**config.mk**
```make
export PLATFORM = sky130hd
export DESIGN_NAME = adcsq_top
export DESIGN_NICKNAME = d
export VERILOG_FILES = /design/src/common/adcsq_pkg.sv /design/src/hdl/adcsq_top.sv
export SDC_FILE = /design/constraint.sdc
export NUM_CORES = 1
export LEC_CHECK = 0
export ABC_AREA = 1
export BUFFER_PORTS_ARGS = -buffer_cell sky130_fd_sc_hd__buf_2
export CORE_AREA = 2 2 158 160
export DETAILED_ROUTE_END_ITERATION = 12
export DIE_AREA = 0 0 160 162
export PLACE_DENSITY_LB_ADDON = 0.3
export SYNTH_ARGS = -nofsm -noshare
export SYNTH_HDL_FRONTEND = slang
export SYNTH_SLANG_ARGS = --single-unit
export TNS_END_PERCENT = 5
```
**constraint.sdc**
```tcl
create_clock -name clk -period 18.71 [get_ports clk]
set_input_delay 3.742 -clock clk [delete_from_list [all_inputs] [get_ports clk]]
set_output_delay 3.742 -clock clk [all_outputs]
set_load 0.03 [all_outputs]
```
**src/common/adcsq_pkg.sv**
```systemverilog
// package: register map, field layout and timing constants for the converter sequencer
package adcsq_pkg;
  localparam int ADDR_W = 8;
  localparam logic [7:0] OFF_DATA_LAST = 8'h1C;
  localparam logic [7:0] OFF_CTRL = 8'h20;
  localparam logic [7:0] OFF_FLAGS = 8'h24;
  localparam int CTL_IEN = 6;
  localparam int CTL_START = 5;
  localparam int CTL_MULTI = 4;
  localparam int CTL_EXT = 3;
  localparam int FLG_ERR = 3;
  localparam int FLG_DONE = 2;
  localparam int RES_W = 10;
  localparam int RES_LSB = 6;
  localparam logic [7:0] CTRL_RESET = 8'h00;
  localparam logic [7:0] CTRL_WMASK = 8'h7F;
  localparam logic [15:0] DATA_RESET = 16'h0000;
  localparam int CONV_TIMEOUT_CLKS = 15;
  localparam int CLK_HZ = 20000000;
  localparam int CONV_CLK_HZ = 1000000;
  localparam int CONV_DIV = CLK_HZ / CONV_CLK_HZ;
  localparam int TRIG_MIN_NS = 1000;
  localparam int CLK_NS = 50;
  localparam int TRIG_MIN_CYC = (TRIG_MIN_NS + CLK_NS - 1) / CLK_NS;

  typedef enum logic [4:0] {
    ST_IDLE = 5'h01,
    ST_POWER = 5'h02,
    ST_START = 5'h04,
    ST_CONV = 5'h08,
    ST_NEXT = 5'h10
  } adcsq_state_e;

  typedef struct packed {
    logic start;
    logic power_n;
    logic [2:0] chan;
  } adcsq_macro_s;
endpackage : adcsq_pkg

```
**src/hdl/adcsq_top.sv**
```systemverilog
// converter sequencer: wishbone registers, channel sequencing, done and timeout flags
// Operation
// - setting start, by software or trigger, begins conversion of selected channels
// - with external trigger enabled, timer signal starts a conversion
// - multiple mode converts from channel zero upward to the selected channel
// - each result goes to its own channel's data register and stays there
// - in multiple mode last result is stored after end flag is set
// - when the sequence completes, start returns to zero and block waits
// - reading converted data clears the end flag
// - timer trigger while end flag set sets it again and starts next conversion
// - timeout flag bit 3 set when conversion outlasts 15 conversion clocks
// - on timeout data register keeps old value; late normal finish still stores
// - timeout flag cleared by reset or by writing one to it
// - done flag bit 2 set on normal end with result stored
// - multiple mode sets done at the last channel's end, one cycle before its result is stored
// - done flag works only while interrupt enable bit 6 is one
// - done flag returns to zero when a new conversion starts
// - done cleared by reading data offsets 0x00-0x1C or writing control 0x20
// - results are 10 bits; full scale reads 0xFFC0
// - result sits in bits 15:6, bits 5:0 read zero
// - control: enable 6, start 5, multiple 4, external trigger 3, channel 2:0
// - falling edge of the timer signal is the trigger event
//
// Added by the designer: the Wishbone interface to the registers.
`timescale 1ns/100ps
module adcsq_top #(
  parameter int CHANNELS = 8,
  parameter int TIMEOUT = adcsq_pkg::CONV_TIMEOUT_CLKS,
  parameter int DIV = adcsq_pkg::CONV_DIV
) (
  // system
  input wire logic clk,
  input wire logic sys_rst,
  // wishbone slave
  input wire logic wb_cyc_i,
  input wire logic wb_stb_i,
  input wire logic wb_we_i,
  input wire logic [adcsq_pkg::ADDR_W-1:0] wb_adr_i,
  input wire logic [3:0] wb_sel_i,
  input wire logic [31:0] wb_dat_i,
  output logic [31:0] wb_dat_o,
  output logic wb_ack_o,
  // timer trigger
  input wire logic timer_trig,
  // analog macro
  output adcsq_pkg::adcsq_macro_s macro_o,
  output logic conv_clk,
  input wire logic macro_eoc,
  input wire logic [adcsq_pkg::RES_W-1:0] macro_result,
  // interrupt request
  output logic conv_end_irq
);
  initial begin
    // timeout and divider counters are five bits wide
    if (CHANNELS != 8 || TIMEOUT < 1 || TIMEOUT > 31 || DIV < 2 || DIV > 32) begin
      $error("adcsq_top: bad parameters");
    end
  end

  adcsq_pkg::adcsq_state_e state_reg;
  logic [7:0] ctrl_reg;
  logic [15:0] data_reg [CHANNELS];
  logic conversion_done_flag;
  logic conversion_timeout_flag;
  logic [2:0] chan_reg;
  logic [4:0] div_reg;
  logic conv_tick;
  logic [4:0] tmo_reg;
  logic trig_s1, trig_s2, trig_s3;
  logic trig_fall;
  logic eoc_s1, eoc_s2;
  logic eoc_q;
  logic [9:0] res_s1, res_s2;
  logic last_pend_reg;
  logic bus_req;
  logic wr_ctrl, wr_flags, rd_data;
  logic sw_start;
  logic go;
  logic seq_last;
  logic store;

  assign bus_req = wb_cyc_i && wb_stb_i && !wb_ack_o;
  assign wr_ctrl = bus_req && wb_we_i && wb_adr_i == adcsq_pkg::OFF_CTRL && wb_sel_i[0];
  assign wr_flags = bus_req && wb_we_i && wb_adr_i == adcsq_pkg::OFF_FLAGS && wb_sel_i[0];
  assign rd_data = bus_req && !wb_we_i && wb_adr_i <= adcsq_pkg::OFF_DATA_LAST
                   && wb_adr_i[1:0] == 2'h0;
  assign sw_start = wr_ctrl && wb_dat_i[adcsq_pkg::CTL_START];
  assign trig_fall = trig_s3 && !trig_s2 && ctrl_reg[adcsq_pkg::CTL_EXT];
  assign go = (sw_start || trig_fall) && state_reg == adcsq_pkg::ST_IDLE;
  // single mode ends on the selected channel; multiple mode walks up to it
  assign seq_last = !ctrl_reg[adcsq_pkg::CTL_MULTI] || chan_reg == ctrl_reg[2:0];
  assign store = state_reg == adcsq_pkg::ST_CONV && eoc_s2;

  // pin-side synchronisers: macro runs off its own analog timing
  always_ff @(posedge clk or posedge sys_rst) begin
    if (sys_rst) begin
      trig_s1 <= 1'b1;
      trig_s2 <= 1'b1;
      trig_s3 <= 1'b1;
      eoc_s1 <= 1'b0;
      eoc_s2 <= 1'b0;
      eoc_q <= 1'b0;
      res_s1 <= '0;
      res_s2 <= '0;
    end else begin
      trig_s1 <= timer_trig;
      trig_s2 <= trig_s1;
      trig_s3 <= trig_s2;
      eoc_s1 <= macro_eoc;
      eoc_s2 <= eoc_s1;
      eoc_q <= eoc_s2;
      res_s1 <= macro_result;
      res_s2 <= res_s1;
    end
  end

  // conversion clock divider, one-cycle tick
  always_ff @(posedge clk or posedge sys_rst) begin
    if (sys_rst) begin
      div_reg <= '0;
      conv_tick <= 1'b0;
      conv_clk <= 1'b0;
    end else begin
      conv_tick <= 1'b0;
      if (div_reg == 5'(DIV - 1)) begin
        div_reg <= '0;
        conv_tick <= 1'b1;
      end else begin
        div_reg <= div_reg + 5'h01;
      end
      conv_clk <= state_reg == adcsq_pkg::ST_CONV && div_reg < 5'(DIV / 2);
    end
  end

  // sequencer
  always_ff @(posedge clk or posedge sys_rst) begin
    if (sys_rst) begin
      state_reg <= adcsq_pkg::ST_IDLE;
      chan_reg <= 3'h0;
      tmo_reg <= '0;
    end else begin
      case (state_reg)
        adcsq_pkg::ST_IDLE: begin
          if (go) begin
            chan_reg <= wb_dat_i[adcsq_pkg::CTL_MULTI] && sw_start ? 3'h0 :
                        ctrl_reg[adcsq_pkg::CTL_MULTI] && !sw_start ? 3'h0 :
                        sw_start ? wb_dat_i[2:0] : ctrl_reg[2:0];
            state_reg <= adcsq_pkg::ST_POWER;
          end
        end
        adcsq_pkg::ST_POWER: state_reg <= adcsq_pkg::ST_START;
        adcsq_pkg::ST_START: begin
          tmo_reg <= '0;
          if (!eoc_s2) state_reg <= adcsq_pkg::ST_CONV;
        end
        adcsq_pkg::ST_CONV: begin
          if (store) begin
            state_reg <= seq_last ? adcsq_pkg::ST_IDLE : adcsq_pkg::ST_NEXT;
          end else if (conv_tick) begin
            if (tmo_reg == 5'(TIMEOUT - 1)) state_reg <= adcsq_pkg::ST_IDLE;
            tmo_reg <= tmo_reg + 5'h01;
          end
        end
        adcsq_pkg::ST_NEXT: begin
          chan_reg <= chan_reg + 3'h1;
          state_reg <= adcsq_pkg::ST_START;
        end
        default: state_reg <= adcsq_pkg::ST_IDLE;
      endcase
    end
  end

  // control register; start self-clears at sequence end
  always_ff @(posedge clk or posedge sys_rst) begin
    if (sys_rst) begin
      ctrl_reg <= adcsq_pkg::CTRL_RESET;
    end else begin
      if (wr_ctrl) begin
        ctrl_reg <= wb_dat_i[7:0] & adcsq_pkg::CTRL_WMASK;
      end
      // clearing start mid-sequence does not stop it, only the sequencer ends it
      if (wr_ctrl && !wb_dat_i[adcsq_pkg::CTL_START] && state_reg != adcsq_pkg::ST_IDLE) begin
        ctrl_reg[adcsq_pkg::CTL_START] <= 1'b1;
      end
      if (trig_fall && state_reg == adcsq_pkg::ST_IDLE) begin
        ctrl_reg[adcsq_pkg::CTL_START] <= 1'b1;
      end
      if (state_reg == adcsq_pkg::ST_CONV && (store ? seq_last :
          conv_tick && tmo_reg == 5'(TIMEOUT - 1))) begin
        ctrl_reg[adcsq_pkg::CTL_START] <= 1'b0;
      end
    end
  end

  // per-channel results; timeout leaves old data, late eoc still stores
  always_ff @(posedge clk or posedge sys_rst) begin
    if (sys_rst) begin
      for (int i = 0; i < CHANNELS; i++) data_reg[i] <= adcsq_pkg::DATA_RESET;
      last_pend_reg <= 1'b0;
    end else begin
      last_pend_reg <= 1'b0;
      if (store && !(ctrl_reg[adcsq_pkg::CTL_MULTI] && seq_last)) begin
        data_reg[chan_reg] <= {res_s2, 6'h00};
      end
      // last channel of a multiple-mode sequence lands one cycle after done flag rises
      if (store && ctrl_reg[adcsq_pkg::CTL_MULTI] && seq_last) last_pend_reg <= 1'b1;
      if (last_pend_reg) data_reg[ctrl_reg[2:0]] <= {res_s2, 6'h00};
      // late eoc after a timeout: only the synchronised copy is read
      if (state_reg == adcsq_pkg::ST_IDLE && eoc_s2 && !eoc_q && tmo_reg != '0) begin
        data_reg[chan_reg] <= {res_s2, 6'h00};
      end
    end
  end

  // flags and interrupt request
  always_ff @(posedge clk or posedge sys_rst) begin
    if (sys_rst) begin
      conversion_done_flag <= 1'b0;
      conversion_timeout_flag <= 1'b0;
      conv_end_irq <= 1'b0;
    end else begin
      conv_end_irq <= 1'b0;
      if (wr_flags && wb_dat_i[adcsq_pkg::FLG_ERR]) conversion_timeout_flag <= 1'b0;
      if (state_reg == adcsq_pkg::ST_CONV && !store && conv_tick
          && tmo_reg == 5'(TIMEOUT - 1)) begin
        conversion_timeout_flag <= 1'b1;
      end
      // a trigger while done is set restarts; done rises again at that sequence end
      if (rd_data || wr_ctrl || go) conversion_done_flag <= 1'b0;
      if (store && seq_last && ctrl_reg[adcsq_pkg::CTL_IEN]) begin
        conversion_done_flag <= 1'b1;
        conv_end_irq <= 1'b1;
      end
    end
  end

  // macro control outputs
  always_ff @(posedge clk or posedge sys_rst) begin
    if (sys_rst) begin
      macro_o <= '{start: 1'b0, power_n: 1'b1, chan: 3'h0};
    end else begin
      macro_o.power_n <= state_reg == adcsq_pkg::ST_IDLE;
      macro_o.start <= state_reg == adcsq_pkg::ST_START;
      macro_o.chan <= chan_reg;
    end
  end

  // wishbone read and ack, one wait state
  always_ff @(posedge clk or posedge sys_rst) begin
    if (sys_rst) begin
      wb_ack_o <= 1'b0;
      wb_dat_o <= '0;
    end else begin
      wb_ack_o <= bus_req;
      wb_dat_o <= '0;
      if (bus_req && !wb_we_i) begin
        if (rd_data) wb_dat_o <= {16'h0000, data_reg[wb_adr_i[4:2]]};
        else if (wb_adr_i == adcsq_pkg::OFF_CTRL) wb_dat_o <= {24'h000000, ctrl_reg};
        else if (wb_adr_i == adcsq_pkg::OFF_FLAGS) begin
          wb_dat_o[adcsq_pkg::FLG_ERR] <= conversion_timeout_flag;
          wb_dat_o[adcsq_pkg::FLG_DONE] <= conversion_done_flag;
        end
      end
    end
  end
endmodule : adcsq_top

```
**After elaboration in Yosys (flattened, before gate mapping)**

Cells that the tools add are included.

- Output and inout bits: 40
- Register bits after elaboration: 223
- Input port bits: 61

- Bitwise gates (word level): 3
- Reduce and logical (&&, ||, !) cells: 62
- Muxes and demuxes: 47
- Magnitude comparators: 7
- Add/sub/neg operators: 3
- Equal/unequal tests: 17

Operators by type and width:

| operator | count |
|---|---|
| bitwise mux 128 bit | 3 |
| 2-to-1 mux 128 bit | 3 |
| demux 16 bit (select 3 bit) | 2 |
| 2-to-1 mux 16 bit | 5 |
| binary-select mux 16 bit (select 3 bit) | 1 |
| 2-to-1 mux 5 bit | 9 |
| logical AND 1 bit | 38 |
| 2-to-1 mux 32 bit | 1 |
| case mux 5 bit (4 select lines) | 1 |
| equality test 8 x 6 -> 1 bit, second input constant | 2 |
| 2-to-1 mux 3 bit | 5 |
| >= comparator 4 bit, second input constant | 3 |
| NOT 3 -> 4 bit | 3 |
| 2-to-1 mux 1 bit | 11 |
| adder 5 x 1 -> 5 bit, second input constant | 2 |
| equality test 5 x 4 -> 1 bit, second input constant | 2 |
| equality test 5 bit, second input constant | 2 |
| case mux 5 bit (2 select lines) | 1 |
| logical NOT 1 bit | 9 |
| less-or-equal comparator 8 x 5 -> 1 bit, second input constant | 1 |
| < comparator 4 x 1 -> 1 bit, second input constant | 2 |
| != test 2 bit, second input constant | 4 |
| nonzero test 2 bit | 4 |
| 2-to-1 mux 2 bit | 3 |
| 19 further kinds | 22 |

**Depth between registers and ports, before layout**

- Depth after elaboration: 12
- Gate-level depth with buffers: 11
- Depth with buffers taken out: 11

**Worst setup path before layout**

OpenSTA, ideal clock, no wires.

- Path kind: input-to-reg
- From: in wb_adr_i[1] (netlist name)
- To: reg chan_reg[2]
- Path buffers: 0
- Stages: 10
- Setup time: 0.117 ns
- Data arrival time: 4.747 ns
- Path slack: 13.846 ns
- Cells stage by stage: nor2_1 -> nand2_1 -> nor2_4 -> nand3_2 -> nand2_1 -> nand2_1 -> nand2_2 -> nand2_1 -> nor2_1 -> nor2_1

- Longest elaborated chain between the ends: 10

Ends and longest elaborated chain:

| what | RTL line | RTL |
|---|---|---|
| start, declared | adcsq_top.sv:38 | `input wire logic [adcsq_pkg::ADDR_W-1:0] wb_adr_i,` |
| equality test 8 x 6 -> 1 bit (*) | adcsq_top.sv:83 | `assign wr_ctrl = bus_req && wb_we_i && wb_adr_i == adcsq_pkg::OFF_CTRL && wb_sel_i[0];` |
| logical AND 1 bit (*) (2 in a row) | adcsq_top.sv:83 |  |
| logical AND 1 bit (*) | adcsq_top.sv:87 | `assign sw_start = wr_ctrl && wb_dat_i[adcsq_pkg::CTL_START];` |
| logical NOT 1 bit | adcsq_top.sv:146 | `ctrl_reg[adcsq_pkg::CTL_MULTI] && !sw_start ? 3'h0 :` |
| logical AND 1 bit | adcsq_top.sv:146 |  |
| 2-to-1 mux 3 bit | adcsq_top.sv:146 |  |
| 2-to-1 mux 3 bit | adcsq_top.sv:145 | `chan_reg <= wb_dat_i[adcsq_pkg::CTL_MULTI] && sw_start ? 3'h0 :` |
| 2-to-1 mux 3 bit | adcsq_top.sv:144 | `if (go) begin` |
| case mux 3 bit (2 select lines) | adcsq_top.sv:142 | `case (state_reg)` |
| end signal, assigned | adcsq_top.sv:145 |  |
| end signal, assigned | adcsq_top.sv:165 | `chan_reg <= chan_reg + 3'h1;` |
| end, declared | adcsq_top.sv:65 | `logic [2:0] chan_reg;` |

Every way passes the cells marked *; elsewhere a longest branch is shown, timed or not. The select of a mux whose other input is x is not followed.
A chain may end at the register's enable or synchronous reset.

**Worst setup path after layout**

- From: in wb_adr_i[2] (netlist name)
- To: reg wb_dat_o[0]

- Longest elaborated chain between the ends: 6

Ends and longest elaborated chain:

| what | RTL line | RTL |
|---|---|---|
| parallel branches: the longest is 4 deep, another holds less-or-equal comparator 8 x 5 -> 1 bit | n/a |  |
| 2-to-1 mux 16 bit (*) | adcsq_top.sv:257 | `if (rd_data) wb_dat_o <= {16'h0000, data_reg[wb_adr_i[4:2]]};` |
| 2-to-1 mux 32 bit (*) | adcsq_top.sv:256 | `if (bus_req && !wb_we_i) begin` |
| end signal, assigned | adcsq_top.sv:257 |  |
| end signal, assigned | adcsq_top.sv:258 | `else if (wb_adr_i == adcsq_pkg::OFF_CTRL) wb_dat_o <= {24'h000000, ctrl_reg};` |
| end signal, assigned by index | adcsq_top.sv:260 | `wb_dat_o[adcsq_pkg::FLG_ERR] <= conversion_timeout_flag;` |
| end, declared | adcsq_top.sv:41 | `output logic [31:0] wb_dat_o,` |

Mark *: on every way between the ends. The select of a mux whose other input is x is not followed.

==> results.tsv <==
metric	value	unit
outcome	finished clean	
H-tree Lvls	1	
critical path arrival	6.38	ns
unrepaired setup endpoints after global routing	no	
Lkg Pwr	5.28	nW
max-slew violation count	0	
initial antenna violation count	0	
register share of total power	45.2	%
gpl congestion	0.780	
Final nets	1154	
Final Hold Viols	0	
dominant synthesized flop cell	dfrtp_1	
Syn. warnings	0	
setup bufs post-CTS	0	
P&R area growth vs syn	12.2	%
relative slew slack	29.9	%
reg2reg path depth	8	
first-pass GRT wire length	36500	um
Max Freq	167	MHz
CTS tree	done	
end point of the critical path	wb_dat_o[0]$_DFF_PP0_	
synth top area cells	dfrtp_1 (53%), nand2_1 (8.5%), nand3_1 (5.1%)	
Num CTS Buffers	24	
Routed Antenna Nets	0	
FF-to-FF setup slack	15.94	ns
worst-path cell chain	buf_2 > inv_2 > nor2_1 > buf_4 > inv_1 > o211ai_1 > nand3_1 > o21ai_0 > inv_1	
CP Launch Point	wb_adr_i[2]	
asr flop ratio synth	100	%
synth unique cells	48	
CTS clock-pin slew for the worst setup and hold paths	0.05	ns
#FFs+latches synth	207	
Initial Util	39.7	%
DRT iter0 DRCs	423	
sequential area share after synthesis	54.2	%
FP Rows	57	
Worst-Skew Late Latency	0.51	ns
Hold Path Class	register to register	
layout cells sized above 1	18.4	%
Final Skew	0.00836	ns
Crit Path Class	input port to register	
most frequent cells after synthesis	nand2_1 (216), dfrtp_1 (202), inv_1 (128)	
max FFs per register	128	
top-area cell type share of the netlist area	52.8	%
cell area after layout	0.0107	sq mm
Port Buffers	56	
worst slew pin tran	1.05	ns
net load switching power	238	uW
DR vias	7027	
DRT Wirelength	22200	um
CP Capture Type	register	
PwrDens	97.1	mW/mm^2
Total Routing Usage GR	17.5	%
PostCTS Resize Cnt	0	
period utilization	32.0	%
clock group share of total power	48.6	%
post-synthesis average cell area	9.12	sq um
vias per cell	4.92	
gr ovfl total	0	
worst r2r src	wb_ack_o$_DFF_PP0_	
crit-path max FO	48	
crit path max-delay cell type	buf_2	
pin count of the biggest net entering global routing	87	
vias in the first global route	7101	
worst reg2reg path endpoint	wb_dat_o[0]$_DFF_PP0_	
clk sinks	207	
DIE AREA	0.0259	sq mm
Final min period	5.99	ns
EDFF count, synth	0	
die width	160	um
# diodes	0	
# Max-Cap Violations	0	
Setup Total Neg Slack	0	ns
Cell Area, Placed	0.00988	sq mm
Mapped Area	0.00957	sq mm
CP required	19.10	ns
hpwl dp	14000	um
cts hold-fix bufs	0	
core area	0.0241	sq mm
cell taking the most area after synthesis	dfrtp_1	
DRT Pass-1 Iters	5	
FILL cells	2403	
Int Power	806	uW
top-count cell post-synth	nand2_1	
# IOs	101	
combinational power share	6.2	%
average wire per standard cell	15.5	um
CTS root buffer	clkbuf_16	
Synth Instances	1050	
Die H	162	um
Crit path top cell by count	inv_1	
peak supply drop	0.0597	mV
Worst path max stage delay	0.70	ns
number of remaining DRC errors	0	
critical path startpoint category	input port	
clk buf depth	3	
final setup fails	0	
switching fraction of total power	22.8	%
==> per-layer routing <==
layer	global-route usage [%]	routed length, um	vias up
li1	-	-	3411
met1	23.1	9940	3418
met2	30.0	10800	161
met3	2.73	1060	37
met4	4.75	416	0
met5	0	0	-
==> cells by family (layout without fill, tap and decap cells) <==
logic type      Yosys count  in the layout  share of synthesized area, %
xor+xnor                  4              4                         0.601
fa+ha+maj                 5              5                         0.654
other cells               1             16                        0.0392
compound gates          147            147                          10.2
buf+inv                 198            236                          10.3
simple gates            488            488                          24.0
flops                   207            207                          54.2
==> power groups by stage <==
stage          sequential [mW]  clock, mW  combinational [mW]
5_1_grt                  0.473      0.539              0.0726
6_report                 0.472      0.507              0.0648
3_5_place_dp             0.480          0              0.0653
4_1_cts                  0.472      0.519              0.0658
3_3_place_gp             0.480          0              0.0647
2_1_floorplan            0.478          0              0.0508
==> final cells by class <==
type	count	area (sq um)	share of cell area, %
clock buffers	32	692	6.44
clock inverters	9	173	1.61
inverters	133	507	4.72
multi-input cells	660	3460	32.2
flip-flops and latches	207	5190	48.3
well taps	324	405	3.77
repair buffers	62	325	3.03
==> stage by stage <==
stage	utilization [%]	total power, mW	setup WS, ns	cells	hold WS (ns)
2_1_floorplan	-	0.529	9.32	1065	0.331
3_3_place_gp	41.0	0.545	12.25	1386	0.334
3_5_place_dp	41.0	0.545	12.22	1386	0.335
4_1_cts	44.6	1.06	12.77	1427	0.348
5_1_grt	44.6	1.09	12.58	1427	0.356
6_report	44.6	1.04	12.72	1427	0.346
==> worst min-delay path by stage <==
stage | from | end | slack, ns | cells past startpoint
3_5_place_dp | res_s1[4]$_DFF_PP0_ | res_s2[4]$_DFF_PP0_ | 0.33 | 0
4_1_cts | res_s1[4]$_DFF_PP0_ | res_s2[4]$_DFF_PP0_ | 0.35 | 0
5_1_grt | res_s1[9]$_DFF_PP0_ | res_s2[9]$_DFF_PP0_ | 0.36 | 0
2_1_floorplan | eoc_s1$_DFF_PP0_ | eoc_s2$_DFF_PP0_ | 0.33 | 0
3_3_place_gp | res_s1[7]$_DFF_PP0_ | res_s2[7]$_DFF_PP0_ | 0.33 | 0
6_report | res_s1[3]$_DFF_PP0_ | res_s2[3]$_DFF_PP0_ | 0.35 | 0
==> layout by cell type, fill, tap and decap left out, types with 6 or more instances in the layout <==
cell type / netlist / final
a21oi_1: 36 / 36
a31oi_1: 13 / 13
buf_2: 14 / 56
buf_4: 21 / 6
clkbuf_16: 0 / 25
conb_1: 1 / 16
dfrtp_1: 202 / 202
inv_1: 128 / 127
nand2_1: 216 / 216
nand2_2: 33 / 33
nand3_1: 98 / 98
nand3_2: 7 / 7
nand4_1: 8 / 8
nor2_1: 89 / 89
nor3_1: 16 / 16
o2111ai_1: 6 / 6
o211ai_1: 7 / 7
o21ai_0: 37 / 37
o21ai_2: 27 / 27
==> critical path, delay by kind of cell <==
family / cells / cell delay [ns]
AND/OR/NAND/NOR: 2 / 0.35
AO/OA/AOI/OAI: 2 / 0.40
buffers and inverters: 5 / 1.86
(Power assumes the default switching activity.)
